[src/core/dcc_consts.svh]
// Purpose: offsets, field positions and reset values of the calibration control block
// Assumes: 8-bit registers on the documented register port
// Notes:   definitions only
`ifndef DCC_CONSTS_SVH
`define DCC_CONSTS_SVH

// register offsets
`define DCC_OFS_SERIAL_CTL   8'h00
`define DCC_OFS_DATA_CFG     8'h02
`define DCC_OFS_REVISION     8'h0D
`define DCC_OFS_CAL_STATE    8'h0E
`define DCC_OFS_MEM_CTL      8'h0F
`define DCC_OFS_COEF_ADDR    8'h10
`define DCC_OFS_COEF_DATA    8'h11

// reset values
`define DCC_RST_SERIAL_CTL   8'h80
`define DCC_RST_DATA_CFG     8'h00
`define DCC_RST_DIV_SEL      3'h0
`define DCC_RST_COEF_ADDR    6'h00
`define DCC_RST_COEF_DATA    6'h3F
// revision code, value is arbitrary
`define DCC_REVISION_CODE    4'h5
// uncalibrated coefficient value, mid scale
`define DCC_COEF_DEFAULT     6'h20

// field positions
`define DCC_BIT_REF_SEL      0
`define DCC_BIT_SW_RESET     5
`define DCC_BIT_CAL_CLK_EN   0
`define DCC_BIT_CLEAR        0
`define DCC_BIT_FETCH        2
`define DCC_BIT_STORE        3
`define DCC_BIT_START        6
`define DCC_BIT_DONE         7

// divider: ratio is this base shifted right by the select code
`define DCC_DIV_BASE         9'h100
// number of coefficient words
`define DCC_COEF_WORDS       64

`endif

[src/core/dcc_pkg.sv]
// Purpose: shared types of the calibration control block
// Assumes: nothing beyond the constants header
// Notes:   sequencer states carry no explicit codes, the calibration set codes are explicit
package dcc_pkg;
    typedef logic [5:0] dcc_word_t;   // one coefficient
    typedef logic [5:0] dcc_addr_t;   // coefficient location
    typedef logic [2:0] dcc_div_t;    // divider select code

    // calibration set reported to software
    typedef enum logic [1:0] {
        DCC_SET_COEFFICIENT_CLEAR_BIT = 2'h0,
        DCC_SET_SELF  = 2'h1,
        DCC_SET_USER  = 2'h3
    } dcc_set_e;

    // self calibration sequencer
    typedef enum logic [0:0] {
        DCC_ENG_IDLE,
        DCC_ENG_RUN
    } dcc_eng_e;
endpackage

[src/core/dcc_cal_engine.sv]
// Purpose: calibration clock divider and self calibration sequencer
// Assumes: start and sw_rst are one-cycle pulses
// Notes:   one coefficient is written per calibration clock tick
`timescale 1ns/100ps
`default_nettype none
`include "dcc_consts.svh"

module dcc_cal_engine (
    // clock and reset
    input  wire logic             clk,
    input  wire logic             arst_n,
    // control
    input  wire logic             sw_rst,
    input  wire logic             start,
    input  wire logic             cal_clk_en,
    input  wire dcc_pkg::dcc_div_t div_sel,
    input  wire dcc_pkg::dcc_word_t trim_in,
    // results
    output logic                  busy_q,
    output logic                  tick_q,
    output logic                  wr_en_q,
    output dcc_pkg::dcc_addr_t    wr_addr_q,
    output dcc_pkg::dcc_word_t    wr_data_q,
    output logic                  done_q
);
    import dcc_pkg::*;

    logic [7:0]  div_cnt_q, div_cnt_d;   // divider count
    logic        tick_d;                 // calibration clock enable pulse
    dcc_eng_e    st_q, st_d;             // sequencer state
    dcc_addr_t   addr_d;                 // location shown with the write strobe
    dcc_addr_t   idx_q, idx_d;           // next location the sequence writes
    logic        wr_en_d, done_d;
    dcc_word_t   wr_data_d;
    logic [8:0]  ratio;                  // current divide ratio

    // divider: ratio 256 >> select, stopped while the enable bit is low
    always_comb begin
        ratio     = 9'(`DCC_DIV_BASE >> div_sel);
        div_cnt_d = div_cnt_q;
        tick_d    = 1'b0;
        if (sw_rst || !cal_clk_en) begin
            div_cnt_d = 8'h00;
        end else if ({1'b0, div_cnt_q} == ratio - 9'h001) begin
            div_cnt_d = 8'h00;
            tick_d    = 1'b1;
        end else begin
            div_cnt_d = div_cnt_q + 8'h01;
        end
    end

    // sequencer: walks every location once per start
    always_comb begin
        st_d      = st_q;
        addr_d    = wr_addr_q;
        idx_d     = idx_q;
        wr_en_d   = 1'b0;
        wr_data_d = trim_in;
        done_d    = 1'b0;
        unique case (st_q)
            DCC_ENG_IDLE: begin
                if (start && !sw_rst) begin
                    st_d   = DCC_ENG_RUN;
                    idx_d  = 6'h00;
                end
            end
            DCC_ENG_RUN: begin
                if (sw_rst) begin
                    st_d = DCC_ENG_IDLE;
                end else if (tick_d) begin
                    wr_en_d = 1'b1;
                    addr_d  = idx_q;
                    // last location ends the walk
                    if (idx_q == 6'h3F) begin
                        st_d   = DCC_ENG_IDLE;
                        done_d = 1'b1;
                    end else begin
                        idx_d = idx_q + 6'h01;
                    end
                end
            end
        endcase
    end

    // state registers
    always_ff @(posedge clk or negedge arst_n) begin
        if (!arst_n) begin
            div_cnt_q <= 8'h00;
            tick_q    <= 1'b0;
            st_q      <= DCC_ENG_IDLE;
            busy_q    <= 1'b0;
            wr_en_q   <= 1'b0;
            wr_addr_q <= 6'h00;
            idx_q     <= 6'h00;
            wr_data_q <= 6'h00;
            done_q    <= 1'b0;
        end else begin
            div_cnt_q <= div_cnt_d;
            tick_q    <= tick_d;
            st_q      <= st_d;
            busy_q    <= (st_d == DCC_ENG_RUN);
            wr_en_q   <= wr_en_d;
            // step counter kept apart from the strobe copy so no step is lost
            wr_addr_q <= addr_d;
            idx_q     <= idx_d;
            wr_data_q <= wr_data_d;
            done_q    <= done_d;
        end
    end
endmodule
`default_nettype wire

[src/core/dcc_top.sv]
// Purpose: register bank for converter self calibration and coefficient memory
// Assumes: register port already deframed from the serial link, clk at 250 MHz
// Notes:   memory control bits are write-one pulses and read back as zero
`timescale 1ns/100ps
`default_nettype none
`include "dcc_consts.svh"

module dcc_top (
    // clock and reset
    input  wire logic              clk,
    input  wire logic              arst_n,
    // register port
    input  wire logic              reg_wr_en,
    input  wire logic              reg_rd_en,
    input  wire logic [7:0]        reg_addr,
    input  wire logic [7:0]        reg_wdata,
    output logic [7:0]             reg_rdata_q,
    output logic                   reg_rvalid_q,
    // analog side
    input  wire dcc_pkg::dcc_word_t cal_trim_in,
    output logic                   ext_ref_sel_q,
    output logic                   cal_busy_q,
    output logic                   cal_tick_q
);
    import dcc_pkg::*;

    // register state
    logic [7:0]  serial_ctl_q, serial_ctl_d;  // serial control byte
    logic [7:0]  data_cfg_q, data_cfg_d;      // data configuration byte
    dcc_div_t    div_sel_q, div_sel_d;        // divider select
    dcc_set_e    cal_set_q, cal_set_d;        // active calibration set
    logic        done_q, done_d;              // calibration done flag
    dcc_addr_t   coef_addr_q, coef_addr_d;    // coefficient address
    dcc_word_t   coef_data_q, coef_data_d;    // coefficient data
    logic        sw_rst_q, sw_rst_d;          // software reset pulse
    logic        start_q, start_d;            // start pulse to engine
    logic [7:0]  rdata_d;
    // coefficient memory
    dcc_word_t   mem_q [`DCC_COEF_WORDS];
    dcc_word_t   mem_d [`DCC_COEF_WORDS];
    // decoded write strobes
    logic        wr_mem_ctl;
    logic        do_clear, do_store, do_fetch;
    // engine results
    logic        eng_busy, eng_tick, eng_wr, eng_done;
    dcc_addr_t   eng_addr;
    dcc_word_t   eng_data;

    // true when the address equals the given offset, whether or not a write is strobed
    function automatic logic hit(input logic [7:0] a, input logic [7:0] ofs);
        hit = (a == ofs);
    endfunction

    assign wr_mem_ctl = reg_wr_en && hit(reg_addr, `DCC_OFS_MEM_CTL);
    assign do_clear   = wr_mem_ctl && reg_wdata[`DCC_BIT_CLEAR];
    assign do_store   = wr_mem_ctl && reg_wdata[`DCC_BIT_STORE];
    assign do_fetch   = wr_mem_ctl && reg_wdata[`DCC_BIT_FETCH];

    // divider and self calibration sequencer
    dcc_cal_engine u_engine (
        .clk        (clk),
        .arst_n     (arst_n),
        .sw_rst     (sw_rst_q),
        .start      (start_q),
        .cal_clk_en (data_cfg_q[`DCC_BIT_CAL_CLK_EN]),
        .div_sel    (div_sel_q),
        .trim_in    (cal_trim_in),
        .busy_q     (eng_busy),
        .tick_q     (eng_tick),
        .wr_en_q    (eng_wr),
        .wr_addr_q  (eng_addr),
        .wr_data_q  (eng_data),
        .done_q     (eng_done)
    );

    // register writes and hardware updates
    always_comb begin
        serial_ctl_d = serial_ctl_q;
        data_cfg_d   = data_cfg_q;
        div_sel_d    = div_sel_q;
        cal_set_d    = cal_set_q;
        done_d       = done_q;
        coef_addr_d  = coef_addr_q;
        coef_data_d  = coef_data_q;
        sw_rst_d     = 1'b0;
        start_d      = 1'b0;
        if (sw_rst_q) begin
            // every register but the serial control byte returns to default, whose reset bit alone clears; the memory keeps its contents
            data_cfg_d  = `DCC_RST_DATA_CFG;
            div_sel_d   = `DCC_RST_DIV_SEL;
            cal_set_d   = DCC_SET_COEFFICIENT_CLEAR_BIT;
            done_d      = 1'b0;
            coef_addr_d = `DCC_RST_COEF_ADDR;
            coef_data_d = `DCC_RST_COEF_DATA;
            serial_ctl_d[`DCC_BIT_SW_RESET] = 1'b0;
        end else begin
            if (reg_wr_en) begin
                unique case (reg_addr)
                    `DCC_OFS_SERIAL_CTL: begin
                        serial_ctl_d = reg_wdata;
                        sw_rst_d     = reg_wdata[`DCC_BIT_SW_RESET];
                    end
                    `DCC_OFS_DATA_CFG: begin
                        data_cfg_d = reg_wdata;
                    end
                    `DCC_OFS_CAL_STATE: begin
                        div_sel_d = reg_wdata[2:0];
                    end
                    `DCC_OFS_MEM_CTL: begin
                        if (reg_wdata[`DCC_BIT_START]) begin
                            start_d = !eng_busy;
                            done_d  = 1'b0;
                        end
                    end
                    `DCC_OFS_COEF_ADDR: begin
                        coef_addr_d = reg_wdata[5:0];
                    end
                    `DCC_OFS_COEF_DATA: begin
                        coef_data_d = reg_wdata[5:0];
                    end
                    default: begin
                        // revision and unmapped offsets ignore writes
                    end
                endcase
            end
            // fetch wins over a plain data write in the same cycle
            if (do_fetch) begin
                coef_data_d = mem_q[coef_addr_q];
            end
            // which set is in use, by the last memory change
            if (do_clear) begin
                cal_set_d = DCC_SET_COEFFICIENT_CLEAR_BIT;
            end
            if (do_store) begin
                cal_set_d = DCC_SET_USER;
            end
            // completion sets the flag, winning over a clearing start
            if (eng_done) begin
                done_d    = 1'b1;
                cal_set_d = DCC_SET_SELF;
            end
        end
    end

    // coefficient memory next contents
    always_comb begin
        mem_d = mem_q;
        if (do_clear && !sw_rst_q) begin
            for (int i = 0; i < `DCC_COEF_WORDS; i++) begin
                mem_d[i] = `DCC_COEF_DEFAULT;
            end
        end
        if (do_store && !sw_rst_q) begin
            mem_d[coef_addr_q] = coef_data_q;
        end
        // engine result lands last so it wins a collision
        if (eng_wr) begin
            mem_d[eng_addr] = eng_data;
        end
    end

    // read mux, unmapped offsets return zero
    always_comb begin
        rdata_d = 8'h00;
        unique case (reg_addr)
            `DCC_OFS_SERIAL_CTL: rdata_d = serial_ctl_q;
            `DCC_OFS_DATA_CFG:   rdata_d = data_cfg_q;
            `DCC_OFS_REVISION:   rdata_d = {4'h0, `DCC_REVISION_CODE};
            `DCC_OFS_CAL_STATE:  rdata_d = {2'h0, cal_set_q, 1'b0, div_sel_q};
            `DCC_OFS_MEM_CTL:    rdata_d = {done_q, 7'h00};
            `DCC_OFS_COEF_ADDR:  rdata_d = {2'h0, coef_addr_q};
            `DCC_OFS_COEF_DATA:  rdata_d = {2'h0, coef_data_q};
            default:             rdata_d = 8'h00;
        endcase
    end

    // register bank flops
    always_ff @(posedge clk or negedge arst_n) begin
        if (!arst_n) begin
            serial_ctl_q  <= `DCC_RST_SERIAL_CTL;
            data_cfg_q    <= `DCC_RST_DATA_CFG;
            div_sel_q     <= `DCC_RST_DIV_SEL;
            cal_set_q     <= DCC_SET_COEFFICIENT_CLEAR_BIT;
            done_q        <= 1'b0;
            coef_addr_q   <= `DCC_RST_COEF_ADDR;
            coef_data_q   <= `DCC_RST_COEF_DATA;
            sw_rst_q      <= 1'b0;
            start_q       <= 1'b0;
            reg_rdata_q   <= 8'h00;
            reg_rvalid_q  <= 1'b0;
            ext_ref_sel_q <= 1'b0;
            cal_busy_q    <= 1'b0;
            cal_tick_q    <= 1'b0;
        end else begin
            serial_ctl_q  <= serial_ctl_d;
            data_cfg_q    <= data_cfg_d;
            div_sel_q     <= div_sel_d;
            cal_set_q     <= cal_set_d;
            done_q        <= done_d;
            coef_addr_q   <= coef_addr_d;
            coef_data_q   <= coef_data_d;
            sw_rst_q      <= sw_rst_d;
            start_q       <= start_d;
            reg_rdata_q   <= reg_rd_en ? rdata_d : 8'h00;
            reg_rvalid_q  <= reg_rd_en;
            ext_ref_sel_q <= serial_ctl_d[`DCC_BIT_REF_SEL];
            cal_busy_q    <= eng_busy;
            cal_tick_q    <= eng_tick;
        end
    end

    // memory flops, uncalibrated after power up
    always_ff @(posedge clk or negedge arst_n) begin
        if (!arst_n) begin
            for (int i = 0; i < `DCC_COEF_WORDS; i++) begin
                mem_q[i] <= `DCC_COEF_DEFAULT;
            end
        end else begin
            mem_q <= mem_d;
        end
    end
endmodule
`default_nettype wire

[config.mk]
export PLATFORM = sky130hd
export DESIGN_NAME = dcc_top
export DESIGN_NICKNAME = d
export VERILOG_FILES = /design/src/core/dcc_pkg.sv /design/src/core/dcc_cal_engine.sv /design/src/core/dcc_top.sv
export VERILOG_INCLUDE_DIRS = /design/src /design/src/core
export SDC_FILE = /design/constraint.sdc
export NUM_CORES = 1
export LEC_CHECK = 0
export BUFFER_PORTS_ARGS = -buffer_cell sky130_fd_sc_hd__buf_2
export CORE_MARGIN = 3
export CORE_UTILIZATION = 30
export CTS_CLUSTER_DIAMETER = 200
export DETAILED_ROUTE_END_ITERATION = 16
export HOLD_SLACK_MARGIN = 0.02
export PLACE_DENSITY = 0.43
export SYNTH_ARGS = -nofsm -noshare
export SYNTH_HDL_FRONTEND = slang
export SYNTH_SLANG_ARGS = --single-unit
[constraint.sdc]
create_clock -name clk -period 8.75 [get_ports clk]
set_input_delay 1.75 -clock clk [delete_from_list [all_inputs] [get_ports clk]]
set_output_delay 1.75 -clock clk [all_outputs]
set_load 0.005 [all_outputs]
==> impl_results.md <==
* Status: complete, no violations
* Max Cap Viol at 0
* Drt total wl at 108 mm
* Vias in the first global route at 22200
* Sequential area share after synthesis at 0.462
* Worst-margin pin slew at 1.30 ns
* Clock Latency Late Sink at 0.62 ns
* Area contributors post-synth: dfrtp_1 39%, a221oi_1 7.9%, dfstp_2 7.4%
* Psw at 1390 µW
* Max clock buf depth at 3
* Io pins at 38
* Area post-placement at 26100 µm²
* Syn-to-layout area delta at 10.7%
* Internal at 3650 µW
* Cells on worst reg2reg path at 8
* Achievable Freq at 201 MHz
* Critical Path Fanout Max at 52
* Async S/R FF share, synth at 1.00
* CTS root buffer: clkbuf_16
* Avg Inst Size Synth at 9.72 µm²
* Die area at 87400 µm²
* Switching share of power at 0.276
* Lkg Pwr at 0.0111 µW
* Die Span Y at 296 µm
* Initial DRC Count at 2341
* Post-DP HPWL at 63.6 mm
* Post-synth EDFFs at 0
* Max-Slew Margin vs Limit at 0.128
* Final GP Congestion at 0.835
* Core box area at 82600 µm²
* Clk pwr share at 0.464
* CTS buffer count at 56
* Hold buffers post-CTS at 0
* Nets at 2497
* Fin crit period at 4.97 ns
* Synth Instances at 2590
* # DRC at 0
* Peak VDD IR at 0.000127 V
* CP arrival at 5.44 ns
* Pin count of the biggest net entering global routing at 155
* Hold Path Stages at 0
* Commonest non-fill, non-tap cell in the layout: dfrtp_1
* Slew Viols, Final at 0
* TritonRoute pass-1 iters at 7
* Final core occ at 0.337
* Most frequent cells in the layout: 384 x dfrtp_1, 267 x nand2_1, 248 x a21oi_1
* Input/output buffers at 37
* Initial antenna violation count at 1
* Vias at 22500
* H-Tree Depth at 2
* RSZ-0062 raised after global routing: no
* Hold Path Class: reg2reg
* Post-CTS Resized at 0
* Clock Skew at 0.0192 ns
* Count of cell types in the netlist at 71
* Clock-pin slew of the registers on the worst-case setup and hold paths at 0.06 ns
* GRT overflow at 0
* WS Path Type: in2reg
* TritonCTS clock tree: yes
* Final Hold Fails at 0
* Synth Cell Area at 25200 µm²
* Post-synth top area cell: dfrtp_1
* Fin crit share at 0.568
* Area share of the largest cell type after synthesis at 0.388
* Setup crit end kind: flop
* Sequential Power Share at 0.454
* Postcts setup bufs at 0
* DR WL/cell at 30.2 µm
* Number of placement rows at 105
* FF+latch count, synth at 461
* Min Hold Slack at 0.361 ns
* Chip width at 296 µm
* Vias per inst at 6.27
* Tot GR Track Use at 0.243
* Ant diodes at 0
* Initial Util at 0.305
* CP required at 9.22 ns
* Sinks on Clock Net at 461
* Logic pwr share at 0.082
* Ratio of cells with drive above 1 in the final layout at 0.167
* Global-route wire length before repair at 159 mm
* Synthesis Warnings at 0
* Syn_nets at 2619
* CP Launch Type: input port
* Final setup viols at 0
* Setup_tns at 0 ns
* Power density over cell area at 181 nW/µm²
* Finished Cell Area at 27900 µm²
* Top FF cell, synth: dfrtp_1
* Antenna Nets Post-Route at 0
per-layer routing:
layer / wire length [µm] / vias up / GRT usage
li1: - / 9706 / -
met1: 47200 / 11500 / 0.338
met2: 48000 / 1034 / 0.373
met3: 8360 / 233 / 0.0515
met4: 4380 / 0 / 0.0923
met5: 0 / - / 0
power groups by stage:
stage               Clock, µW  Sequential, µW  Combinational (µW)
floorplan                   0            2230                 238
global placement            0            2320                 406
detailed placement          0            2320                 407
CTS                      2390            2290                 408
global route             2480            2290                 433
finish                   2340            2290                 414
cell type report:
type,count,area (µm²)
Inverter,21,78.8
Clock buffer,91,1700
Timing Repair Buffer,85,593
Tap cell,1070,1340
Clock inverter,9,95.1
Fill cell,8244,54800
Multi-Input combinational cell,1843,12400
Sequential cell,461,11600
worst paths after layout:
kind	start	to	slack (ns)
worst max-delay path	reg_wr_en	mem_q[339]$_DFF_PN0_	3.78
worst min-delay path	u_engine.tick_q$_DFF_PN0_	cal_tick_q$_DFF_PN0_	0.36
worst max register to register	coef_addr_q[2]$_DFFE_PN0P_	mem_q[9]$_DFF_PN0_	3.83
worst min register to register	u_engine.tick_q$_DFF_PN0_	cal_tick_q$_DFF_PN0_	0.36
max in group asynchronous	arst_n	coef_addr_q[2]$_DFFE_PN0P_	6.00
min in group asynchronous	arst_n	u_engine.div_cnt_q[6]$_DFF_PN0_	1.15
cell usage after synthesis, types with 10 or more instances:
cell type	number
dfrtp_1	390
nand2_1	271
a21oi_1	248
a221oi_1	228
clkbuf_1	208
a22oi_1	155
nor2_1	154
o21ai_0	146
dfstp_2	71
nor3_1	68
nor4_1	59
o31ai_1	58
mux2i_1	53
mux2_2	49
nor3_4	49
nand3_1	43
buf_2	30
mux4_2	30
nor2_2	21
o22ai_1	21
buf_1	19
a31oi_1	18
inv_1	16
nor2b_1	15
and2_1	10
critical path, cell delays in order:
cell and delay (ns):
buf_2 0.51, nand2b_1 0.15, nor4_1 0.66, and2_4 0.79
buf_4 0.76, a31oi_1 0.28, a221oi_1 0.36, a21oi_1 0.08
kinds of logic after synthesis:
| family | synth area share |
|---|---|
| flops | 0.462 |
| buf+inv | 0.0459 |
| mux | 0.0698 |
| xor+xnor | 0.00348 |
| simple gates | 0.163 |
| compound gates | 0.255 |
| fa+ha+maj | 0.00149 |
per-stage QoR:
stage	std cells	total power, µW	setup WS, ns
after floorplan	2590	2470	4.95
after global placement	3480	2730	3.47
after detailed placement	3480	2730	3.34
after CTS	3580	5090	3.99
after global routing	3580	5200	3.57
final	3580	5040	3.78
registers in the layout (all words and copies together) (netlist names), 2 cells and up:
| name | cells |
|---|---|
| reg_rdata_q | 8 |
| data_cfg_q | 8 |
| cal_set_q | 2 |
| coef_addr_q | 6 |
| u_engine.idx_q | 6 |
| serial_ctl_q | 8 |
| u_engine.wr_addr_q | 6 |
| div_sel_q | 3 |
| mem_q | 384 |
| u_engine.div_cnt_q | 8 |
| u_engine.wr_data_q | 6 |
| coef_data_q | 6 |
No activity file was read; power rests on OpenSTA's default activity.
